==> config.mk <==
export PLATFORM = sky130hd
export DESIGN_NAME = spmc_top
export DESIGN_NICKNAME = d
export VERILOG_FILES = /design/src/design/spmc_pkg.sv /design/src/design/spmc_brownout_sleep_off_seq.sv /design/src/design/spmc_top.sv
export SDC_FILE = /design/constraint.sdc
export NUM_CORES = 1
export LEC_CHECK = 0
export CAP_MARGIN = 25
export CORE_UTILIZATION = 55
export CTS_CLUSTER_SIZE = 28
export DETAILED_ROUTE_END_ITERATION = 16
export DONT_BUFFER_PORTS = 1
export PLACE_DENSITY = 0.85
export SLEW_MARGIN = 5
export SYNTH_ARGS = -nofsm -noshare
export SYNTH_HDL_FRONTEND = slang
export SYNTH_SLANG_ARGS = --single-unit
export TNS_END_PERCENT = 50
==> constraint.sdc <==
create_clock -name clock -period 2.1 [get_ports clock]
set_clock_uncertainty 0.05 [all_clocks]
set_input_delay 0.63 -clock clock [delete_from_list [all_inputs] [get_ports clock]]
set_output_delay 0.63 -clock clock [all_outputs]
set_load 0.01 [all_outputs]
==> src/design/spmc_pkg.sv <==
// Package with modes, register fields and timing constants of the sleep controller.
// Operation
// - Sleep needs enable bit plus sleep instruction.
// - Idle mode stops only CPU and flash clocks.
// - Any enabled interrupt wakes from idle.
// - Noise mode stops I/O, CPU, flash clocks.
// - Noise mode wakes only on listed sources.
// - Enabled converter starts conversion on entry.
// - Power-down stops oscillator and all clocks.
// - Power-down wakes only on asynchronous sources.
// - Power-down wake waits fuse-selected start-up.
// - Power-save keeps timer 2, wakes on it.
// - Power-save gates oscillators by timer 2 clocking.
// - Standby is power-down with oscillator, six cycles.
// - Extended standby is power-save with oscillator.
// - Interrupt wake halts four extra cycles.
// - Register file and RAM preserved in sleep.
// - Reset during sleep wakes to reset vector.
// - Brown-out off in deep sleep if requested.
// - Brown-out sleep lengthens wake to 60 us.
// - Brown-out sleep-off bit 6, reset zero.
// - Timed unlock sequence sets sleep-off bit.
// - Power-reduction bit stops and freezes peripheral.
// - Power reduction matters in active and idle.
package spmc_pkg;
  typedef enum logic [2:0] {
    SPMC_IDLE = 3'b000,
    SPMC_NOISE = 3'b001,
    SPMC_PDOWN = 3'b010,
    SPMC_PSAVE = 3'b011,
    SPMC_RSV4 = 3'b100,
    SPMC_RSV5 = 3'b101,
    SPMC_STBY = 3'b110,
    SPMC_XSTBY = 3'b111
  } spmc_mode_e;
  typedef enum logic [1:0] {
    SPMC_RUN = 2'b00,
    SPMC_SLEEP = 2'b01,
    SPMC_WAKE = 2'b10
  } spmc_state_e;
  localparam int SPMC_BROWNOUT_SLEEP_OFF_BIT = 6;
  localparam int SPMC_BROWNOUT_SLEEP_UNLOCK_BIT = 5;
  localparam logic [7:0] SPMC_CORE_CTRL_RESET = 8'h00;
  localparam int SPMC_UNLOCK_WINDOW = 4;
  localparam int SPMC_BROWNOUT_SLEEP_OFF_DELAY = 3;
  localparam int SPMC_BROWNOUT_SLEEP_OFF_HOLD = 3;
  localparam int SPMC_IRQ_HALT = 4;
  localparam int SPMC_STBY_WAKE = 6;
  localparam int SPMC_CLK_MHZ = 10;
  localparam int SPMC_BOD_WAKE_US = 60;
  localparam int SPMC_BOD_WAKE_CYC = SPMC_BOD_WAKE_US * SPMC_CLK_MHZ;
  localparam int SPMC_CNT_W = 16;
  localparam int SPMC_NPER = 8;
endpackage

==> src/design/spmc_brownout_sleep_off_seq.sv <==
// Timed unlock sequence for the brown-out sleep-off bit.
`timescale 1ns/10ps
module spmc_brownout_sleep_off_seq
  import spmc_pkg::*;
(
  input wire logic clock,
  input wire logic rst,
  input wire logic wr_en,
  input wire logic wr_brownout_sleep_off,
  input wire logic wr_brownout_sleep_unlock,
  output logic brownout_sleep_off_active,
  output logic brownout_sleep_unlock_q
);
  logic [2:0] win_q, win_d;
  logic [2:0] dly_q, dly_d;
  logic [2:0] hold_q, hold_d;
  logic brownout_sleep_unlock_d;

  always_comb
  begin
    win_d = (win_q != 3'h0) ? win_q - 3'h1 : 3'h0;
    dly_d = (dly_q != 3'h0) ? dly_q - 3'h1 : 3'h0;
    hold_d = (hold_q != 3'h0) ? hold_q - 3'h1 : 3'h0;
    if (dly_q == 3'h1)
      hold_d = 3'(SPMC_BROWNOUT_SLEEP_OFF_HOLD);
    if (wr_en && wr_brownout_sleep_off && wr_brownout_sleep_unlock)
      win_d = 3'(SPMC_UNLOCK_WINDOW);
    else if (wr_en && wr_brownout_sleep_off && !wr_brownout_sleep_unlock && win_q != 3'h0)
    begin
      win_d = 3'h0;
      dly_d = 3'(SPMC_BROWNOUT_SLEEP_OFF_DELAY);
    end
    brownout_sleep_unlock_d = (win_d != 3'h0);
  end

  always_ff @(posedge clock or posedge rst)
  begin
    if (rst)
    begin
      win_q <= 3'h0;
      dly_q <= 3'h0;
      hold_q <= 3'h0;
      brownout_sleep_unlock_q <= 1'b0;
    end
    else
    begin
      win_q <= win_d;
      dly_q <= dly_d;
      hold_q <= hold_d;
      brownout_sleep_unlock_q <= brownout_sleep_unlock_d;
    end
  end

  assign brownout_sleep_off_active = (hold_q != 3'h0);

  a_brownout_sleep_off_late: assert property (@(posedge clock) disable iff (rst)
    (wr_en && wr_brownout_sleep_off && !wr_brownout_sleep_unlock && win_q != 3'h0) |=> !brownout_sleep_off_active[*3] ##1 brownout_sleep_off_active[*3] ##1
    !brownout_sleep_off_active)
    else $error("sleep-off bit timing wrong");
  a_brownout_sleep_off_locked: assert property (@(posedge clock) disable iff (rst)
    (win_q == 3'h0 && dly_q == 3'h0 && hold_q == 3'h0 && !wr_en) |=> !brownout_sleep_off_active)
    else $error("sleep-off bit set without unlock");
endmodule

==> src/design/spmc_top.sv <==
// Sleep mode and power management controller.
`timescale 1ns/10ps
module spmc_top
  import spmc_pkg::*;
#(
  parameter int START_UP_CYC = 16,
  parameter int BOD_WAKE_CYC = SPMC_BOD_WAKE_CYC,
  parameter int NPER = SPMC_NPER
)
(
  input wire logic clock,
  input wire logic rst,
  input wire logic sleep_enable_bit,
  input wire logic [2:0] sleep_mode_select,
  input wire logic sleep_instr,
  input wire logic core_ctrl_wr,
  input wire logic [7:0] core_ctrl_wdata,
  input wire logic ext_crystal_sel,
  input wire logic timer2_async,
  input wire logic timer2_sync,
  input wire logic adc_enabled,
  input wire logic status_reg_global_irq,
  input wire logic [1:0] timer2_irq_mask,
  input wire logic [1:0] timer2_event,
  input wire logic irq_any_enabled,
  input wire logic wake_adc_done,
  input wire logic wake_wdt,
  input wire logic wake_twi_match,
  input wire logic wake_spm_ready,
  input wire logic wake_ext_level,
  input wire logic wake_pin_change,
  input wire logic reset_req,
  input wire logic [NPER-1:0] power_reduction_reg,
  output logic clk_cpu_en,
  output logic clk_flash_en,
  output logic clk_io_en,
  output logic clk_adc_en,
  output logic clk_async_en,
  output logic main_osc_en,
  output logic timer_osc_en,
  output logic timer2_sync_clk_en,
  output logic [NPER-1:0] periph_clk_en,
  output logic adc_start,
  output logic brownout_detector_en,
  output logic [7:0] core_control_reg,
  output logic core_halt,
  output logic irq_service,
  output logic resume_reset_vector,
  output logic asleep
);
  spmc_state_e st_q, st_d;
  spmc_mode_e mode_q, mode_d;
  logic [SPMC_CNT_W-1:0] cnt_q, cnt_d;
  logic bod_off_q, bod_off_d;
  logic by_irq_q, by_irq_d;
  logic by_rst_q, by_rst_d;
  logic adc_start_q, adc_start_d;
  logic irq_service_q, irq_service_d;
  logic rstvec_q, rstvec_d;
  logic brownout_sleep_off_active;
  logic brownout_sleep_unlock_q;
  logic wake_any;
  logic wake_irq;
  logic t2_wake;

  spmc_brownout_sleep_off_seq i_spmc_brownout_sleep_off_seq (
    .clock(clock),
    .rst(rst),
    .wr_en(core_ctrl_wr),
    .wr_brownout_sleep_off(core_ctrl_wdata[SPMC_BROWNOUT_SLEEP_OFF_BIT]),
    .wr_brownout_sleep_unlock(core_ctrl_wdata[SPMC_BROWNOUT_SLEEP_UNLOCK_BIT]),
    .brownout_sleep_off_active(brownout_sleep_off_active),
    .brownout_sleep_unlock_q(brownout_sleep_unlock_q)
  );

  // ---------------------------------------------------------------------------
  // Mode decode
  // ---------------------------------------------------------------------------
  function automatic logic mode_deep(input spmc_mode_e m);
    mode_deep = (m == SPMC_PDOWN) || (m == SPMC_PSAVE) || (m == SPMC_STBY) || (m == SPMC_XSTBY);
  endfunction

  function automatic logic mode_t2(input spmc_mode_e m);
    mode_t2 = (m == SPMC_PSAVE) || (m == SPMC_XSTBY);
  endfunction

  function automatic logic [SPMC_CNT_W-1:0] wake_len(input spmc_mode_e m, input logic bod_off);
    logic [SPMC_CNT_W-1:0] base;
    base = SPMC_CNT_W'(START_UP_CYC);
    if ((m == SPMC_STBY) || (m == SPMC_XSTBY))
      base = SPMC_CNT_W'(SPMC_STBY_WAKE);
    else if ((m == SPMC_IDLE) || (m == SPMC_NOISE))
      base = SPMC_CNT_W'(1);
    if (bod_off && base < SPMC_CNT_W'(BOD_WAKE_CYC))
      base = SPMC_CNT_W'(BOD_WAKE_CYC);
    wake_len = base;
  endfunction

  // ---------------------------------------------------------------------------
  // Wake qualification
  // ---------------------------------------------------------------------------
  assign t2_wake = status_reg_global_irq && |(timer2_irq_mask & timer2_event);

  always_comb
  begin
    wake_any = 1'b0;
    wake_irq = 1'b0;
    unique case (mode_q)
      SPMC_IDLE:
      begin
        wake_irq = irq_any_enabled | wake_adc_done | wake_wdt | wake_twi_match | t2_wake | wake_spm_ready |
          wake_ext_level | wake_pin_change;
        wake_any = wake_irq;
      end
      SPMC_NOISE:
      begin
        wake_irq = wake_adc_done | wake_wdt | wake_twi_match | (timer2_async & t2_wake) | wake_spm_ready |
          wake_ext_level | wake_pin_change;
        wake_any = wake_irq;
      end
      SPMC_PDOWN, SPMC_STBY:
      begin
        wake_irq = wake_wdt | wake_twi_match | wake_ext_level | wake_pin_change;
        wake_any = wake_irq;
      end
      SPMC_PSAVE, SPMC_XSTBY:
      begin
        wake_irq = wake_wdt | wake_twi_match | wake_ext_level | wake_pin_change | t2_wake;
        wake_any = wake_irq;
      end
      SPMC_RSV4, SPMC_RSV5:
      begin
        wake_any = 1'b0;
      end
    endcase
  end

  // ---------------------------------------------------------------------------
  // Sleep sequencer
  // ---------------------------------------------------------------------------
  always_comb
  begin
    st_d = st_q;
    mode_d = mode_q;
    cnt_d = cnt_q;
    bod_off_d = bod_off_q;
    by_irq_d = by_irq_q;
    by_rst_d = by_rst_q;
    adc_start_d = 1'b0;
    irq_service_d = 1'b0;
    rstvec_d = 1'b0;
    unique case (st_q)
      SPMC_RUN:
      begin
        if (sleep_instr && sleep_enable_bit && sleep_mode_select != SPMC_RSV4 &&
            sleep_mode_select != SPMC_RSV5)
        begin
          st_d = SPMC_SLEEP;
          mode_d = spmc_mode_e'(sleep_mode_select);
          bod_off_d = brownout_sleep_off_active && mode_deep(spmc_mode_e'(sleep_mode_select));
          adc_start_d = adc_enabled && (sleep_mode_select == SPMC_IDLE || sleep_mode_select == SPMC_NOISE);
        end
      end
      SPMC_SLEEP:
      begin
        if (reset_req || wake_any)
        begin
          st_d = SPMC_WAKE;
          by_rst_d = reset_req;
          by_irq_d = !reset_req && wake_irq;
          cnt_d = wake_len(mode_q, bod_off_q) + (wake_irq && !reset_req ? SPMC_CNT_W'(SPMC_IRQ_HALT) :
            SPMC_CNT_W'(0));
          bod_off_d = 1'b0;
        end
      end
      SPMC_WAKE:
      begin
        cnt_d = cnt_q - SPMC_CNT_W'(1);
        if (cnt_q == SPMC_CNT_W'(1))
        begin
          st_d = SPMC_RUN;
          irq_service_d = by_irq_q;
          rstvec_d = by_rst_q;
          by_irq_d = 1'b0;
          by_rst_d = 1'b0;
        end
      end
      default:
      begin
        st_d = SPMC_RUN;
      end
    endcase
  end

  always_ff @(posedge clock or posedge rst)
  begin
    if (rst)
    begin
      st_q <= SPMC_RUN;
      mode_q <= SPMC_IDLE;
      cnt_q <= '0;
      bod_off_q <= 1'b0;
      by_irq_q <= 1'b0;
      by_rst_q <= 1'b0;
      adc_start_q <= 1'b0;
      irq_service_q <= 1'b0;
      rstvec_q <= 1'b0;
    end
    else
    begin
      st_q <= st_d;
      mode_q <= mode_d;
      cnt_q <= cnt_d;
      bod_off_q <= bod_off_d;
      by_irq_q <= by_irq_d;
      by_rst_q <= by_rst_d;
      adc_start_q <= adc_start_d;
      irq_service_q <= irq_service_d;
      rstvec_q <= rstvec_d;
    end
  end

  // ---------------------------------------------------------------------------
  // Clock and oscillator gating
  // ---------------------------------------------------------------------------
  // Only clocks, oscillators and the brown-out detector are gated; storage is never reset by sleep, so register file and RAM keep contents.
  logic slp;
  assign slp = (st_q == SPMC_SLEEP);
  assign asleep = slp;
  assign core_halt = (st_q != SPMC_RUN);
  assign clk_cpu_en = !slp;
  assign clk_flash_en = !slp;
  assign clk_io_en = !slp || (mode_q == SPMC_IDLE);
  assign clk_adc_en = !slp || (mode_q == SPMC_IDLE) || (mode_q == SPMC_NOISE);
  assign clk_async_en = !slp || (mode_q == SPMC_IDLE) || (mode_q == SPMC_NOISE) ||
    (mode_t2(mode_q) && timer2_async);
  assign main_osc_en = !slp || (mode_q == SPMC_IDLE) || (mode_q == SPMC_NOISE) ||
    ((mode_q == SPMC_STBY || mode_q == SPMC_XSTBY) && ext_crystal_sel) ||
    (mode_q == SPMC_PSAVE && timer2_sync);
  assign timer_osc_en = timer2_async && (!slp || mode_q == SPMC_IDLE || mode_q == SPMC_NOISE || mode_t2(mode_q));
  assign timer2_sync_clk_en = slp && mode_t2(mode_q) && timer2_sync;
  assign brownout_detector_en = !bod_off_q;

  genvar gi;
  generate
    for (gi = 0; gi < NPER; gi++)
    begin : g_per
      assign periph_clk_en[gi] = !power_reduction_reg[gi] && clk_io_en;
    end
  endgenerate

  always_comb
  begin
    core_control_reg = SPMC_CORE_CTRL_RESET;
    core_control_reg[SPMC_BROWNOUT_SLEEP_OFF_BIT] = brownout_sleep_off_active;
    core_control_reg[SPMC_BROWNOUT_SLEEP_UNLOCK_BIT] = brownout_sleep_unlock_q;
  end

  assign adc_start = adc_start_q;
  assign irq_service = irq_service_q;
  assign resume_reset_vector = rstvec_q;

  // ---------------------------------------------------------------------------
  // Checks
  // ---------------------------------------------------------------------------
  // Counts consecutive wake cycles so that wake lengths are checked without long repetitions.
  logic [SPMC_CNT_W-1:0] wake_cyc_q, wake_cyc_d;

  always_comb
  begin
    wake_cyc_d = '0;
    if (st_q == SPMC_WAKE)
      wake_cyc_d = wake_cyc_q + SPMC_CNT_W'(1);
  end

  always_ff @(posedge clock or posedge rst)
  begin
    if (rst)
      wake_cyc_q <= '0;
    else
      wake_cyc_q <= wake_cyc_d;
  end

  a_sleep_needs_se: assert property (@(posedge clock) disable iff (rst)
    (st_q == SPMC_RUN && sleep_instr && !sleep_enable_bit) |=> st_q == SPMC_RUN)
    else $error("sleep entered without enable bit");
  a_rsv_noop: assert property (@(posedge clock) disable iff (rst)
    (st_q == SPMC_RUN && (sleep_mode_select == SPMC_RSV4 || sleep_mode_select == SPMC_RSV5)) |=> st_q == SPMC_RUN)
    else $error("reserved mode entered sleep");
  a_idle_clocks: assert property (@(posedge clock) disable iff (rst)
    (slp && mode_q == SPMC_IDLE) |-> (!clk_cpu_en && clk_io_en && clk_adc_en))
    else $error("idle clock gating wrong");
  a_noise_clocks: assert property (@(posedge clock) disable iff (rst)
    (slp && mode_q == SPMC_NOISE) |-> (!clk_io_en && clk_adc_en && !clk_flash_en))
    else $error("noise mode clock gating wrong");
  a_pdown_clocks: assert property (@(posedge clock) disable iff (rst)
    (slp && mode_q == SPMC_PDOWN) |-> (!main_osc_en && !clk_adc_en && !clk_async_en))
    else $error("power-down clock gating wrong");
  a_stby_wake: assert property (@(posedge clock) disable iff (rst)
    (slp && mode_q == SPMC_STBY && !bod_off_q && !reset_req && wake_any) |=>
    ##10 (!core_halt && wake_cyc_q == SPMC_CNT_W'(SPMC_STBY_WAKE + SPMC_IRQ_HALT)))
    else $error("standby wake length wrong");
  a_pdown_ignore: assert property (@(posedge clock) disable iff (rst)
    (slp && mode_q == SPMC_PDOWN && !reset_req && !wake_wdt && !wake_twi_match && !wake_ext_level &&
     !wake_pin_change) |=> slp)
    else $error("power-down woke on illegal source");
  a_reset_vector: assert property (@(posedge clock) disable iff (rst)
    (slp && reset_req) |=> (!slp ##[1:1000] resume_reset_vector))
    else $error("reset in sleep did not reach reset vector");
  a_bod_restore: assert property (@(posedge clock) disable iff (rst)
    (st_q == SPMC_WAKE) |-> brownout_detector_en)
    else $error("brown-out not restored on wake");
  a_adc_start: assert property (@(posedge clock) disable iff (rst)
    (st_q == SPMC_RUN && st_d == SPMC_SLEEP && adc_enabled && mode_d == SPMC_IDLE) |=> adc_start)
    else $error("conversion not started on idle entry");
  c_idle_wake: cover property (@(posedge clock) disable iff (rst) slp && mode_q == SPMC_IDLE ##1 st_q == SPMC_WAKE);
  c_psave_t2: cover property (@(posedge clock) disable iff (rst) slp && mode_q == SPMC_PSAVE && t2_wake);
  c_bod_off: cover property (@(posedge clock) disable iff (rst) slp && bod_off_q);
endmodule

# Word level (Yosys, flattened, before mapping)
# Cells that the tools add are included.
word_totals:
  elab_cells: 168
  regBits: 37
  output_inout_bits: 30
  inputBits: 41
op_classes:
  n_reduce_logical: 71
  eq_ne: 21
  n_mux: 38
  bitwise_logic: 19
  add_sub_neg: 5
  order_cmp: 1
ops:
  columns: ["operator", "n"]
  rows:
  - ["$mux W16", 6]
  - ["$pmux W16 S2", 1]
  - ["$mux W3", 9]
  - ["$logic_and A1 B1 Y1", 26]
  - ["$eq A3 B3 Y1 const B", 6]
  - ["$or A1 B1 Y1", 17]
  - ["$add A16 B3 Y16", 1]
  - ["$eq A16 B1 Y1 const B", 1]
  - ["$lt A16 B10 Y1 const B", 1]
  - ["$sub A16 B1 Y16 const B", 1]
  - ["$logic_or A1 B1 Y1", 14]
  - ["$eq A3 B2 Y1 const B", 4]
  - ["$logic_not A1 Y1", 12]
  - ["$reduce_bool A3 Y1", 4]
  - ["$mux W1", 11]
  - ["$mux W5", 2]
  - ["$eq A3 B1 Y1 const B", 3]
  - ["$reduce_and A3 Y1", 3]
  - ["$sub A3 B1 Y3 const B", 3]
  - ["$reduce_or A2 Y1", 4]
  - ["$logic_not A3 Y1", 2]
  - ["$mux W2", 3]
  - ["$ne A3 B3 Y1 const B", 2]
  - ["$pmux W1 S2", 3]
  - ["12 further kinds", 16]

# Longest topological paths before layout
logic_depth:
  ltp_word: 20
  mapped_depth: 12
  ltp_nobuf: 11

# Modules after synthesis
# Synthesis repeated with hierarchy kept, for this count alone.
hier_totals:
  hier_cells: 282
  hier_area_um2: 2461.1
by_module_without_submodules:
  columns: ["mod", "area_each_um2", "cells_per_inst", "seq_area_each_um2", "instances"]
  rows:
  - ["spmc_top", 1964.4, 235, 675.6, 1]
  - ["spmc_brownout_sleep_off_seq", 496.7, 47, 250.2, 1]

# Worst setup path before layout
# No wires, ideal clock.
synth_path:
  path_type: "input port to flip-flop"
  from: "input port wake_twi_match"
  to: "register cnt_q[3]"
  setup_slack_ns: -0.600
  cell_stages: 5
  path_buffers: 0
  required_ns: 1.926
  arrival_ns: 2.526
  setup_ns: 0.124
  path_cell_list: "or4_4 -> a2111o_1 -> a2111oi_4 -> nor2_2 -> o31a_1"
synth_via:
  elab_chain_len: 11
  word_cells_on_any_way: 24
  classes_between: "1 x add/sub; 1 x eq/ne; 5 x mux; 14 x bitwise; 3 x reduce/logical"
synth_lines:
  columns: ["element", "line", "rtl"]
  rows:
  - ["start, declared", "spmc_top.sv:28", "input wire logic wake_twi_match,"]
  - ["$or A1 B1 Y1 (on tied branches) (4 in series)", "spmc_top.sv:117, spmc_top.sv:111", null]
  - ["$or A1 B1 Y1 (on tied branches)", "spmc_top.sv:118, spmc_top.sv:112", null]
  - ["$pmux W1 S4", "spmc_top.sv:108", "unique case (mode_q)"]
  - ["$logic_and A1 B1 Y1", "spmc_top.sv:171", "cnt_d = wake_len(mode_q, bod_off_q) + (wake_irq && !reset_req ? SPMC_CNT_W'(SPMC_IRQ_HALT) :"]
  - ["$mux W3", "spmc_top.sv:171", null]
  - ["$add A16 B3 Y16", "spmc_top.sv:171", null]
  - ["$mux W16", "spmc_top.sv:166", "if (reset_req || wake_any)"]
  - ["$pmux W16 S2", "spmc_top.sv:152", "unique case (st_q)"]
  - ["end signal, assigned", "spmc_top.sv:213", "cnt_q <= cnt_d;"]
  - ["end, declared", "spmc_top.sv:53", "logic [SPMC_CNT_W-1:0] cnt_q, cnt_d;"]
# Several ways; a longest one is shown, not always the timed one. The select of a mux whose other input is x is not followed.
# A chain may end at the register's enable or synchronous reset.

# Final worst setup path
layout_path:
  from: "input port wake_twi_match"
  to: "register cnt_q[4]"
# Same word-level chain as after synthesis.

==> parameters.txt <==
Parameter                              Value

STA
  Tmin final ... ~2.4 ns
  Final number of hold-violating endpoints ... 0
  Slack of the critical path ... -0.327 ns
  Worst slew margin relative to its limit ... about two thirds
  Worst hold slack after final layout ... about 0.26 ns
  Final setup vio count ... 21
  Transition time at the pin with the least slew margin ... ~0.49 ns
  RSZ-0062 raised after global routing ... true
  Count of final max-slew check failures ... 0
  Period Utilization, post-route ... 116%
  Highest clock frequency the design can meet ... between 400 and 500 MHz

Detailed routing
  DRT antenna net count ... 0
  Routed wire length ... a little over 5 mm
  Overall via count from detail_route ... approximately 1.9k
  Violation count after the first detailed-route iteration ... around 110
  Vias per Instance ... ~5.9
  Met3 wire length ... between 200 and 300 um
  Pre-antenna DRT Iters ... 4
  Topmost layer with routed signal wires ... met4
  Met1 WL ... 2.23 mm
  Average routed wire per standard cell ... around 16 um
  Number of remaining DRC errors ... 0
  Met2 Wirelength ... around 2.5 mm

Worst setup path
  Worst-path cell with the longest stage delay ... sky130_fd_sc_hd__or4_4
  Kind of critical path ... input pin to flip-flop
  Signal arrival time at the worst endpoint ... about 2.6 ns
  Worst Path Max Fanout ... 2
  Sequence of cells on the critical path ... or4_4 -> a2111o_1 -> buf_6 -> nand2_2 -> a21oi_2 -> ha_2 -> nand2_1 -> o21ai_0 -> nand2_1 -> a2bb2oi_1 -> o31a_1
  Capturing element type of the critical path ... flip-flop
  Logic depth of the worst register-to-register path ... 5
  Type of element launching the critical path ... input pin
  Worst path max stage delay ... around 0.53 ns
  Crit path required time ... 2.29 ns
  Most frequent CP cell ... sky130_fd_sc_hd__nand2_1

Run status
  Violations in the final reports ... setup timing
  Status ... finished with violations

Placed design
  Post-placement worst setup slack ... -0.553 ns
  Routability congestion estimate from global placement ... 0.860
  Placed wire-length estimate ... 3.40 mm
  Total of buffers placed on input and output ports ... 0

Layout
  Proportion of layout cells with a drive suffix above 1 ... 26.2%
  Most common cell after layout, fill and taps aside ... sky130_fd_sc_hd__dfrtp_1
  Area Growth Syn to Fin ... 18.8%
  Antenna diode instance count ... 0
  Post-layout net count ... about 320
  Most used cells in the layout excluding fill and tap cells ... sky130_fd_sc_hd__dfrtp_1 (37), sky130_fd_sc_hd__nand2_1 (21), sky130_fd_sc_hd__buf_4 (19)

Die
  Die extent in x ... 65.7 um
  Die area ... approximately 0.0043 mm^2
  Die Ht ... between 60 and 70 um
  Core Footprint ... roughly 0.0038 mm^2
  Number of I/O pins ... between 70 and 80
  Initial Util ... 59.2%
  Placement Rows ... 22

Clock network
  Clock sinks ... 37
  Clock tree root driver cell ... sky130_fd_sc_hd__clkbuf_8
  TritonCTS clock tree ... built
  Buffer depth of the longest clock path ... 2
  Inserted Clock Buffers ... 5
  Clock input transition at the sequential cells of the worst setup and hold paths ... roughly 0.07 ns
  H-tree levels ... 2
  CTS Hold Bufs ... 0
  Skew-Pair Late Insertion Delay ... ~0.30 ns

Yosys
  Synthesized area per cell ... 9.01 um^2
  Commonest register cell after synthesis ... sky130_fd_sc_hd__dfrtp_1
  Sequential cell area fraction in the yosys report ... 41.5%
  Number of standard cells after synthesis ... between 200 and 250
  Number of flip-flops and latches in the synthesized netlist ... 37
  Fraction of registers with async set or reset after synthesis ... between 90% and 100%
  Yosys warns ... 0
  Synth cell types ... 57
  Post-Synthesis Cell Area ... around 0.0022 mm^2
  Number of synthesized flops with an enable pin ... 0

Global route
  GRT Total Usage ... between 20% and 30%
  Pin count of the biggest net entering global routing ... 38
  GR Overflow Total ... 0
  Vias in the first global route ... 1806
  First-pass GRT wire length ... about 8.2 mm
  Antenna violations before repair ... 0

Run
  Max-cap viol count ... 0

Power
  Total leakage power ... 1.14 nW
  Maximum vdd drop ... about 1000 uV
  Power density over the cells ... around 1300 mW/mm^2

Worst hold path
  Class of the most critical hold timing path ... input pin to asynchronous set/reset pin
[cells in the mapped netlist (5+ instances only)]
cell type	instances	share of area [%]
sky130_fd_sc_hd__a21oi_1	9	2.0
sky130_fd_sc_hd__o21ai_1	5	1.1
sky130_fd_sc_hd__nand3_1	5	1.1
sky130_fd_sc_hd__nor2_1	29	4.9
sky130_fd_sc_hd__buf_4	9	3.0
sky130_fd_sc_hd__o211ai_1	8	2.7
sky130_fd_sc_hd__dfrtp_1	37	41
sky130_fd_sc_hd__o21ai_0	9	2.0
sky130_fd_sc_hd__inv_1	15	2.5
sky130_fd_sc_hd__ha_1	7	3.9
sky130_fd_sc_hd__nand2_1	22	3.7
sky130_fd_sc_hd__clkbuf_1	6	1.0
sky130_fd_sc_hd__nand3b_1	5	1.7
sky130_fd_sc_hd__nor3_1	10	2.2
[state kept, by name, indices dropped and copies added (netlist names)]
name                                                   cells
cnt_q                                                     16
i_spmc_brownout_sleep_off_seq.dly_q                        3
i_spmc_brownout_sleep_off_seq.hold_q                       3
i_spmc_brownout_sleep_off_seq.win_q                        3
mode_q                                                     3
st_q                                                       2
adc_start                                                  1
bod_off_q                                                  1
by_irq_q                                                   1
by_rst_q                                                   1
i_spmc_brownout_sleep_off_seq.brownout_sleep_unlock_q      1
irq_service                                                1
resume_reset_vector                                        1
[repair_timing]
item,in CTS,in global routing
buffers inserted,1,1
pin swaps,4,6
resized for setup,19,21
endpoints found under the setup margin,29,30
[routing by layer]
metal | global-route usage, % | vias to the layer above
met5 | 0 | -
met3 | 6.77 | 11
met4 | 9.51 | 0
met2 | 38.8 | 47
li1 | - | 906
met1 | 33.6 | 917
[power breakdown]
part | leakage [nW] | switching (mW) | total (mW) | internal (mW)
Sequential | 0.471 | 0.214 | 1.16 | 0.946
Combinational | 0.610 | 0.869 | 1.60 | 0.726
Clock | 0.0554 | 0.265 | 0.621 | 0.356
Total | 1.14 | 1.35 | 3.38 | 2.03
[final timing paths]
path	from	end	slack [ns]
max	wake_twi_match	cnt_q[4]	-0.33
min	rst	i_spmc_brownout_sleep_off_seq.hold_q[0]	0.26
max reg2reg	st_q[0]	cnt_q[7]	-0.10
min reg2reg	i_spmc_brownout_sleep_off_seq.win_q[0]	i_spmc_brownout_sleep_off_seq.win_q[0]	0.43
max in group asynchronous	rst	bod_off_q	1.42
min in group clock	core_ctrl_wdata[6]	i_spmc_brownout_sleep_off_seq.win_q[0]	0.38
[kinds of logic (layout without fill, tap and decap cells)]
group / Yosys count / count (layout) / share of synthesized area, %
buffers and inverters: 32 / 50 / 7.23
other: 1 / 6 / 0.168
muxes: 5 / 5 / 2.35
DFF: 37 / 37 / 41.5
xor gates and xnor gates: 6 / 6 / 2.35
and+or+nand+nor: 101 / 101 / 23.1
AOI/OAI and AO/OA: 59 / 59 / 19.4
adders and majority gates: 7 / 7 / 3.92
[worst max-delay path, delay by kind of cell]
kind | cells | cell delay, ns
and+or+nand+nor | 4 | 0.77
adders and majority gates | 1 | 0.19
AOI/OAI and AO/OA | 5 | 0.88
buffers and inverters | 1 | 0.15
[metrics by stage]
stage	cell area (um^2)	power [mW]	std cells	TNS (ns)	utilization, %
floorplan	2260	2.16	253	-10.99	-
global placement	2400	2.50	309	-9.17	63.6
detailed placement	2400	2.56	309	-9.61	63.6
CTS	2570	3.26	318	-2.99	68.2
global route	2650	3.61	319	-5.00	70.4
finish	2650	3.38	319	-3.73	70.4
[area by class of cell]
| class | count | area, um^2 |
|---|---|---|
| clock buffers | 6 | 72.6 |
| clock inverters | 2 | 38.8 |
| fillers | 273 | 1120 |
| inverters | 15 | 56.3 |
| multi-input cells | 184 | 1270 |
| flip-flops and latches | 37 | 926 |
| well taps | 48 | 60.1 |
| repair buffers | 27 | 233 |
No activity file was read; power rests on OpenSTA's default activity.
